===== src/design/lblp_pkg.sv =====
// Package holding the constants and types shared by the ladder primitive block.
package lblp_pkg;

  // ----------------------------------------------------------------
  // Instance counts of each primitive kind
  // ----------------------------------------------------------------
  localparam int unsigned COIL_COUNT  = 8;
  localparam int unsigned INV_COUNT   = 8;
  localparam int unsigned CONN_COUNT  = 8;
  localparam int unsigned LATCH_COUNT = 4;
  localparam int unsigned EDGE_COUNT  = 4;

  // ----------------------------------------------------------------
  // Data widths
  // ----------------------------------------------------------------
  localparam int unsigned MOVE_WIDTH   = 32;
  localparam int unsigned WIDEN_IN_W   = 16;
  localparam int unsigned WIDEN_OUT_W  = 32;
  localparam int unsigned BYTE_W       = 8;
  localparam int unsigned HALF_W       = 16;
  localparam int unsigned HALF_SIGN    = 15;

  // ----------------------------------------------------------------
  // Move operand width selection
  // ----------------------------------------------------------------
  typedef enum logic [1:0] {
    LBLP_MOVE_W8  = 2'h0,
    LBLP_MOVE_W16 = 2'h1,
    LBLP_MOVE_W32 = 2'h3
  } lblp_move_width_type;

  // ----------------------------------------------------------------
  // Values after reset
  // ----------------------------------------------------------------
  localparam logic [COIL_COUNT-1:0]  COIL_RESET  = 8'h00;
  localparam logic [INV_COUNT-1:0]   INV_RESET   = 8'h00;
  localparam logic [CONN_COUNT-1:0]  CONN_RESET  = 8'h00;
  localparam logic [LATCH_COUNT-1:0] LATCH_RESET = 4'h0;
  localparam logic [EDGE_COUNT-1:0]  EDGE_RESET  = 4'h0;
  localparam logic [MOVE_WIDTH-1:0]  MOVE_RESET  = 32'h0000_0000;
  localparam logic [WIDEN_OUT_W-1:0] WIDEN_RESET = 32'h0000_0000;

endpackage : lblp_pkg


===== src/design/lblp_primitives.sv =====
// Ladder bit-logic primitives evaluated once per scan strobe.
//
// Overview of operation
// - Each output coil drives its output bit to the running logic result that reaches it.
// - Each inverter replaces the running logic result with its complement for what follows.
// - Each midline connector saves the running logic result into its own store and passes it on.
// - The move copies its source unchanged to its destination at 8, 16 or 32 bits, same width both sides.
// - With enable driven, the move destination is a register that updates only while enable is true.
// - The widening primitive sign-extends a signed 16-bit input to the equal signed 32-bit value.
// - The reset-priority latch sets on set alone and clears on reset alone.
// - The reset-priority latch clears when set and reset are both 1.
// - The set-priority latch clears on reset alone and sets on set alone.
// - The set-priority latch sets when set and reset are both 1.
// - Each latch instance owns its own storage element, and the program gives each a unique label.
// - The rising-edge detector outputs 1 for one evaluation only when its memory holds 0 and input is 1.
// - After each evaluation the rising-edge detector writes its input into its edge memory bit.
`timescale 1ns/1ps
`default_nettype none

module lblp_primitives (
  input  wire logic                                  core_clk,
  input  wire logic                                  reset_n,
  input  wire logic                                  scan_en,
  input  wire logic [lblp_pkg::COIL_COUNT-1:0]       coil_result_in,
  output logic      [lblp_pkg::COIL_COUNT-1:0]       coil_out_q,
  input  wire logic [lblp_pkg::INV_COUNT-1:0]        inv_result_in,
  output logic      [lblp_pkg::INV_COUNT-1:0]        inv_result_q,
  input  wire logic [lblp_pkg::CONN_COUNT-1:0]       conn_result_in,
  output logic      [lblp_pkg::CONN_COUNT-1:0]       conn_store_q,
  output logic      [lblp_pkg::CONN_COUNT-1:0]       conn_pass_q,
  input  wire logic                                  move_en,
  input  wire lblp_pkg::lblp_move_width_type         move_width,
  input  wire logic [lblp_pkg::MOVE_WIDTH-1:0]       move_src,
  output logic      [lblp_pkg::MOVE_WIDTH-1:0]       move_dst_q,
  output logic                                       move_enable_passthrough_out_q,
  input  wire logic                                  widen_en,
  input  wire logic [lblp_pkg::WIDEN_IN_W-1:0]       widen_in,
  output logic      [lblp_pkg::WIDEN_OUT_W-1:0]      widen_out_q,
  output logic                                       widen_enable_passthrough_out_q,
  input  wire logic [lblp_pkg::LATCH_COUNT-1:0]      rpl_set,
  input  wire logic [lblp_pkg::LATCH_COUNT-1:0]      rpl_reset,
  output logic      [lblp_pkg::LATCH_COUNT-1:0]      reset_priority_latch_q,
  input  wire logic [lblp_pkg::LATCH_COUNT-1:0]      spl_set,
  input  wire logic [lblp_pkg::LATCH_COUNT-1:0]      spl_reset,
  output logic      [lblp_pkg::LATCH_COUNT-1:0]      set_priority_latch_q,
  input  wire logic [lblp_pkg::EDGE_COUNT-1:0]       edge_result_in,
  output logic      [lblp_pkg::EDGE_COUNT-1:0]       edge_pulse_q,
  output logic      [lblp_pkg::EDGE_COUNT-1:0]       edge_memory_q
);

  // ----------------------------------------------------------------
  // Helper functions
  // ----------------------------------------------------------------

  // Next state of one latch; prio_set picks which input wins a tie
  function automatic logic latch_next(
    input logic prio_set,
    input logic set_in,
    input logic reset_in,
    input logic state
  );
    logic next_val;
    next_val = state;                          // Hold when both inputs low
    if (set_in && reset_in)
    begin
      next_val = prio_set;                     // Tie broken by priority
    end
    else if (set_in)
    begin
      next_val = 1'h1;                         // Set alone
    end
    else if (reset_in)
    begin
      next_val = 1'h0;                         // Reset alone
    end
    return next_val;
  endfunction : latch_next

  // Masks a move source to the chosen operand width
  function automatic logic [lblp_pkg::MOVE_WIDTH-1:0] move_mask(
    input lblp_pkg::lblp_move_width_type width_sel,
    input logic [lblp_pkg::MOVE_WIDTH-1:0] src
  );
    logic [lblp_pkg::MOVE_WIDTH-1:0] result;
    result = src;
    unique case (width_sel)
      lblp_pkg::LBLP_MOVE_W8:
      begin
        result = {{(lblp_pkg::MOVE_WIDTH-lblp_pkg::BYTE_W){1'b0}}, src[lblp_pkg::BYTE_W-1:0]};
      end
      lblp_pkg::LBLP_MOVE_W16:
      begin
        result = {{(lblp_pkg::MOVE_WIDTH-lblp_pkg::HALF_W){1'b0}}, src[lblp_pkg::HALF_W-1:0]};
      end
      lblp_pkg::LBLP_MOVE_W32:
      begin
        result = src;
      end
      default:
      begin
        result = src;                          // Unused code falls back to full width
      end
    endcase
    return result;
  endfunction : move_mask

  // ----------------------------------------------------------------
  // Bit primitives: coil, inverter, midline connector
  // ----------------------------------------------------------------

  // Coils follow the rung result once per scan
  always_ff @(posedge core_clk)
  begin
    if (!reset_n)
    begin
      coil_out_q <= lblp_pkg::COIL_RESET;
    end
    else if (scan_en)
    begin
      coil_out_q <= coil_result_in;
    end
  end

  // Inverters carry no operand, only the negated rung result
  always_ff @(posedge core_clk)
  begin
    if (!reset_n)
    begin
      inv_result_q <= lblp_pkg::INV_RESET;
    end
    else if (scan_en)
    begin
      inv_result_q <= ~inv_result_in;
    end
  end

  // Connectors save the branch result and pass it along untouched
  always_ff @(posedge core_clk)
  begin
    if (!reset_n)
    begin
      conn_store_q <= lblp_pkg::CONN_RESET;
      conn_pass_q  <= lblp_pkg::CONN_RESET;
    end
    else if (scan_en)
    begin
      conn_store_q <= conn_result_in;
      conn_pass_q  <= conn_result_in;
    end
  end

  // ----------------------------------------------------------------
  // Retentive word primitives: move and integer widening
  // ----------------------------------------------------------------

  // Destination holds between enabled scans; upper bits zero below 32
  always_ff @(posedge core_clk)
  begin
    if (!reset_n)
    begin
      move_dst_q <= lblp_pkg::MOVE_RESET;
    end
    else if (scan_en && move_en)
    begin
      move_dst_q <= move_mask(move_width, move_src);
    end
  end

  // Enable pass-through mirrors the enable at each scan
  always_ff @(posedge core_clk)
  begin
    if (!reset_n)
    begin
      move_enable_passthrough_out_q  <= 1'h0;
      widen_enable_passthrough_out_q <= 1'h0;
    end
    else if (scan_en)
    begin
      move_enable_passthrough_out_q  <= move_en;
      widen_enable_passthrough_out_q <= widen_en;
    end
  end

  // Sign extension keeps negative values negative
  always_ff @(posedge core_clk)
  begin
    if (!reset_n)
    begin
      widen_out_q <= lblp_pkg::WIDEN_RESET;
    end
    else if (scan_en && widen_en)
    begin
      widen_out_q <= {{(lblp_pkg::WIDEN_OUT_W-lblp_pkg::WIDEN_IN_W){widen_in[lblp_pkg::HALF_SIGN]}},
                      widen_in};
    end
  end

  // ----------------------------------------------------------------
  // Latches: one storage bit per labelled instance
  // ----------------------------------------------------------------

  // Separate bits per index, so no two instances can alias
  always_ff @(posedge core_clk)
  begin
    if (!reset_n)
    begin
      reset_priority_latch_q <= lblp_pkg::LATCH_RESET;
      set_priority_latch_q   <= lblp_pkg::LATCH_RESET;
    end
    else if (scan_en)
    begin
      for (int i = 0; i < lblp_pkg::LATCH_COUNT; i++)
      begin
        reset_priority_latch_q[i] <= latch_next(1'h0, rpl_set[i], rpl_reset[i],
                                                reset_priority_latch_q[i]);
        set_priority_latch_q[i]   <= latch_next(1'h1, spl_set[i], spl_reset[i],
                                                set_priority_latch_q[i]);
      end
    end
  end

  // ----------------------------------------------------------------
  // Rising-edge detectors on the running result
  // ----------------------------------------------------------------

  // Pulse lasts one scan; memory is compared before it is overwritten
  always_ff @(posedge core_clk)
  begin
    if (!reset_n)
    begin
      edge_pulse_q  <= lblp_pkg::EDGE_RESET;
      edge_memory_q <= lblp_pkg::EDGE_RESET;
    end
    else if (scan_en)
    begin
      edge_pulse_q  <= edge_result_in & ~edge_memory_q;
      edge_memory_q <= edge_result_in;
    end
  end

endmodule : lblp_primitives

`default_nettype wire


===== config.mk =====
export PLATFORM = sky130hd
export DESIGN_NAME = lblp_primitives
export DESIGN_NICKNAME = d
export VERILOG_FILES = /design/src/design/lblp_pkg.sv /design/src/design/lblp_primitives.sv
export SDC_FILE = /design/constraint.sdc
export NUM_CORES = 1
export LEC_CHECK = 0
export BUFFER_PORTS_ARGS = -buffer_cell sky130_fd_sc_hd__buf_4
export CAP_MARGIN = 20
export CORE_ASPECT_RATIO = 1.2
export CORE_MARGIN = 10
export CORE_UTILIZATION = 40
export DETAILED_ROUTE_END_ITERATION = 16
export GPL_TIMING_DRIVEN = 0
export PLACE_DENSITY = 0.86
export SLEW_MARGIN = 20
export SYNTH_ARGS = -nofsm -noshare
export SYNTH_HDL_FRONTEND = slang
export SYNTH_SLANG_ARGS = --single-unit

===== constraint.sdc =====
create_clock -name core_clk -period 1.1 [get_ports core_clk]
set_input_delay 0.055 -clock core_clk [delete_from_list [all_inputs] [get_ports core_clk]]
set_output_delay 0.055 -clock core_clk [all_outputs]
set_load 0.01 [all_outputs]

**Word-level counts from Yosys, hierarchy flattened**

Cells that the tools add are included.

- Mux-type cells: 25
- Eq/ne operators: 1
- Bitwise operators: 3
- Reduce and logical (&&, ||, !) cells: 27

Operators by type and width:

| kind | count |
|---|---|
| 32-bit case mux with 2 select lines | 1 |
| 1-bit two-way mux | 24 |
| 3-bit nonzero test | 8 |
| 2-bit AND reduction | 8 |
| 1-bit logical AND | 10 |
| 8-bit NOT | 1 |
| 4-bit bitwise AND | 1 |
| 4-bit NOT | 1 |
| 2-bit by 1-bit == test with 1-bit output (second input constant) | 1 |
| 2-bit logical NOT | 1 |

- Flip-flop bits (word level): 90
- Bits of input ports: 99
- Word-level logic and storage cells: 73
- Output and inout port bits: 114

**Logic depth before layout (Yosys ltp)**

- Depth in word-level cells: 3
- Gate-level depth with buffers: 5
- Depth with buffers taken out: 2

**Least setup slack after synthesis**

Ideal clock, no wire load.

- Kind: reg2reg
- Start: register widen_out_q[15] (netlist name)
- End: register widen_out_q[15] (netlist name)
- Clock period less this slack: 1.057 ns
- Path slack: 0.043 ns
- Data arrival time: 0.987 ns
- Stages on the path, launching flop included: 3
- Library setup time: 0.070 ns
- Path buffers: 0
- Cell sequence: dfxtp_1 a21bo_2 a21oi_1

**Worst setup path after layout**

- Start: register widen_out_q[15] (netlist name)
- End: output widen_out_q[17] (netlist bit)

RTL lines:

| element | line | source |
|---|---|---|
| to (decl) | lblp_primitives.sv:38 | `output logic [lblp_pkg::WIDEN_OUT_W-1:0] widen_out_q,` |

No word-level cell between the ends.

==> results_dict.tcl <==
set metrics [dict create \
    clk_latency_ns 0.36 \
    status "complete, but fails checks" \
    criticalPathCategory "reg -> out" \
    final.min_clock_period_ns 1.15 \
    drive_gt1_share_pct 46.8 \
    antenna_found_initial 6 \
    grt_pass1_wl_um 23300 \
    yosys-top-cells-area "dfxtp_1 48%, a21bo_2 12%, a21oi_1 7.0%, mux2i_1 5.9%, buf_4 5.4%" \
    netlist.top_cell.by_area "dfxtp_1" \
    first_iter_violations 201 \
    areaGrowthSynthToFinish_pct 75.1 \
    rows 38 \
    routed_wirelength_um 15300 \
    cts_root_buffer "clkbuf_8" \
    worstPathMaxFanout 18 \
    worst_pin_slew_ns 0.570 \
    fillCellCount 629 \
    drtPass1Iterations 6 \
    clk_pin_slew_ns 0.09 \
    p_int_mw 5.54 \
    ant_nets 0 \
    cts_tree "built" \
    clock_skew_ns 0.00886 \
    hold_viol 0 \
    synth_seq_cells 90 \
    power.net_switching_mw 1.94 \
    clock_path_buffers 2 \
    vdd_drop_max_v 0.000959 \
    finalWeightedCongestion 0.788 \
    worstPathCellList "buf_4 -> buf_4" \
    avgSynthCellArea_um2 10.0 \
    min_path_type "in -> reg" \
    fin_crit_sh_pct 104 \
    dieWidth_um 108 \
    syn_nets 472 \
    start_util_pct 41.2 \
    grt-ovfl-total 0 \
    core_um2 9080 \
    num-nets-final 778 \
    numCtsBuffers 9 \
    synth.top_cell.area_share_pct 48.2 \
    max_freq_ghz 0.873 \
    crit_family "flip-flops" \
    p_sw_share_pct 25.9 \
    cp.arrival_ns 1.09 \
    timing.hold.ws_ns 0.0200 \
    grt_pass1_vias 4285 \
    violations "setup timing" \
    setup_violations 16 \
    p_comb_share_pct 21.8 \
    cts.sinks 90 \
    power_frac_seq_pct 47.1 \
    critPathSlowestCell "dfxtp_4" \
    yosysWarnings 0 \
    cp-end-kind "output pin" \
    maxSlewViolCount 0 \
    grt_start_max_net_pins 19 \
    vias_per_cell 4.95 \
    start_kind "register" \
    port_buffers 208 \
    synth.distinct_cells 21 \
    cp_common_cell "buf_4" \
    slowest_delay_ns 0.47 \
    power_density_nw_per_um2 1140 \
    num_vias 4013 \
    synthCells 373 \
    dpl.hpwl_um 10300 \
    rsz0062_at_grt "yes" \
    netlist_area_um2 3740 \
    die_height_um 126 \
    io_pins 213 \
    yosysSeqAreaShare_pct 48.2 \
    required_ns 1.04 \
    die_area_um2 13600 \
    dp_worst_setup_slack_ns -0.0868 \
    cap_violations 0 \
    wl_per_cell_um 18.9 \
    cp_num_buf_inv 2 \
    grt_usage_pct 21.3 \
    relSlewSlack_pct 62.0 \
    drc 0 \
    htree_levels 3 \
    layout_setup_ws_ns -0.0450 \
    p_clk_share_pct 31.1 \
    leakagePower_nw 3.06 \
]
-- per-stage QoR --
step / setup TNS, ns / power (mW) / instances / util, % / area, um^2
2_1_floorplan: 0 / 4.20 / 373 / - / 3740
3_3_place_gp: -0.0315 / 4.91 / 701 / 60.0 / 5450
3_5_place_dp: -0.113 / 4.95 / 701 / 60.0 / 5450
4_1_cts: -0.503 / 7.49 / 804 / 71.9 / 6530
5_1_grt: -1.18 / 7.81 / 810 / 72.1 / 6550
6_report: -0.438 / 7.48 / 810 / 72.1 / 6550
-- worst reg2reg max path, cell delays in order (launching register included) --
cell and delay, ns:
dfxtp_4 0.47, a21bo_2 0.25, a21oi_1 0.12
-- cell usage after synthesis (all sizes together) --
| master | n |
|---|---|
| clkbuf | 10 |
| mux2i | 22 |
| inv | 1 |
| nand3b | 4 |
| nor2 | 30 |
| o2111a | 1 |
| nand2 | 4 |
| a21boi | 1 |
| a211oi | 12 |
| nand2b | 4 |
| nand4 | 16 |
| a21bo | 44 |
| a22o | 8 |
| a21oi | 52 |
| buf | 50 |
| nand3 | 24 |
| dfxtp | 90 |
-- flip-flops by register name, indices dropped and copies added (netlist names) --
signal                          cells
move_dst_q                         32
widen_out_q                        16
coil_out_q                          8
conn_pass_q                         8
inv_result_q                        8
edge_memory_q                       4
edge_pulse_q                        4
reset_priority_latch_q              4
set_priority_latch_q                4
move_enable_passthrough_out_q       1
widen_enable_passthrough_out_q      1
-- worst paths after layout --
check                                                  start                           end  slack, ns  cells after the start
worst max register to register  widen_out_q[15]$_SDFFE_PN0P_  widen_out_q[15]$_SDFFE_PN0P_       0.18                      2
worst max-delay path            widen_out_q[15]$_SDFFE_PN0P_               widen_out_q[17]      -0.05                      2
worst min register to register  edge_pulse_q[3]$_SDFFE_PN0P_  edge_pulse_q[3]$_SDFFE_PN0P_       0.48                      2
worst min-delay path                            move_src[29]   move_dst_q[29]$_SDFFE_PN0P_       0.02                      3
-- layout by cell type (no fill, tap or decap) --
master and count:
buf_4 235, dfxtp_1 89, dlygate4sd3_1 86, a21oi_1 52, a21bo_2 43, nor2_1 30
nand3_1 24, mux2i_1 22, nand4_1 16, buf_2 14, a211oi_1 12, clkbuf_1 11
clkbuf_8 11, buf_6 8, a22o_1 8, diode_2 6, nand2b_1 4, nand3b_1 4
nand2_1 4, clkinvlp_4 2, inv_2 1, a21bo_1 1, buf_12 1, o2111a_2 1
a21boi_4 1, clkinv_2 1, bufinv_16 1, dlymetal6s4s_1 1, dfxtp_4 1
-- per-layer routing --
layer	wire length, um	up-vias	track usage (%)
met5	0	-	0
met4	394	0	9.09
met3	1390	27	6.53
met2	7750	199	37.2
met1	5770	1878	23.0
li1	-	1909	-
-- power by group through the flow --
stage | logic, mW | clock network [mW] | registers, mW
2_1_floorplan | 0.548 | 0 | 3.65
3_3_place_gp | 1.33 | 0 | 3.58
3_5_place_dp | 1.36 | 0 | 3.59
4_1_cts | 1.61 | 2.36 | 3.52
5_1_grt | 1.75 | 2.51 | 3.54
6_report | 1.63 | 2.33 | 3.52
-- final cells by class --
class / instances / area [um^2] / area share [%]
Timing Repair Buffer: 295 / 2430 / 37.2
Multi-Input combinational cell: 222 / 1520 / 23.1
Sequential cell: 90 / 1810 / 27.6
Clock inverter: 4 / 50.0 / 0.764
Clock buffer: 12 / 155 / 2.37
Tap cell: 120 / 150 / 2.29
Antenna cell: 6 / 15.0 / 0.229
Buffer: 60 / 420 / 6.42
Inverter: 1 / 3.75 / 0.0573
-- what timing repair did --
item                       in CTS  in global routing
resized for setup               2                  1
hold endpoints to repair       85                  0
hold buffers                   87                  0
buffers inserted                0                  0
setup endpoints to repair      18                 24
pin swaps                       0                  3
-- kinds of logic after synthesis --
| logic type | synth area share (%) |
|---|---|
| flops | 48.2 |
| buf+inv | 11.3 |
| mux | 5.89 |
| compound gates | 23.8 |
| simple gates | 10.8 |
Note: power is estimated with default switching activity, not from simulation.
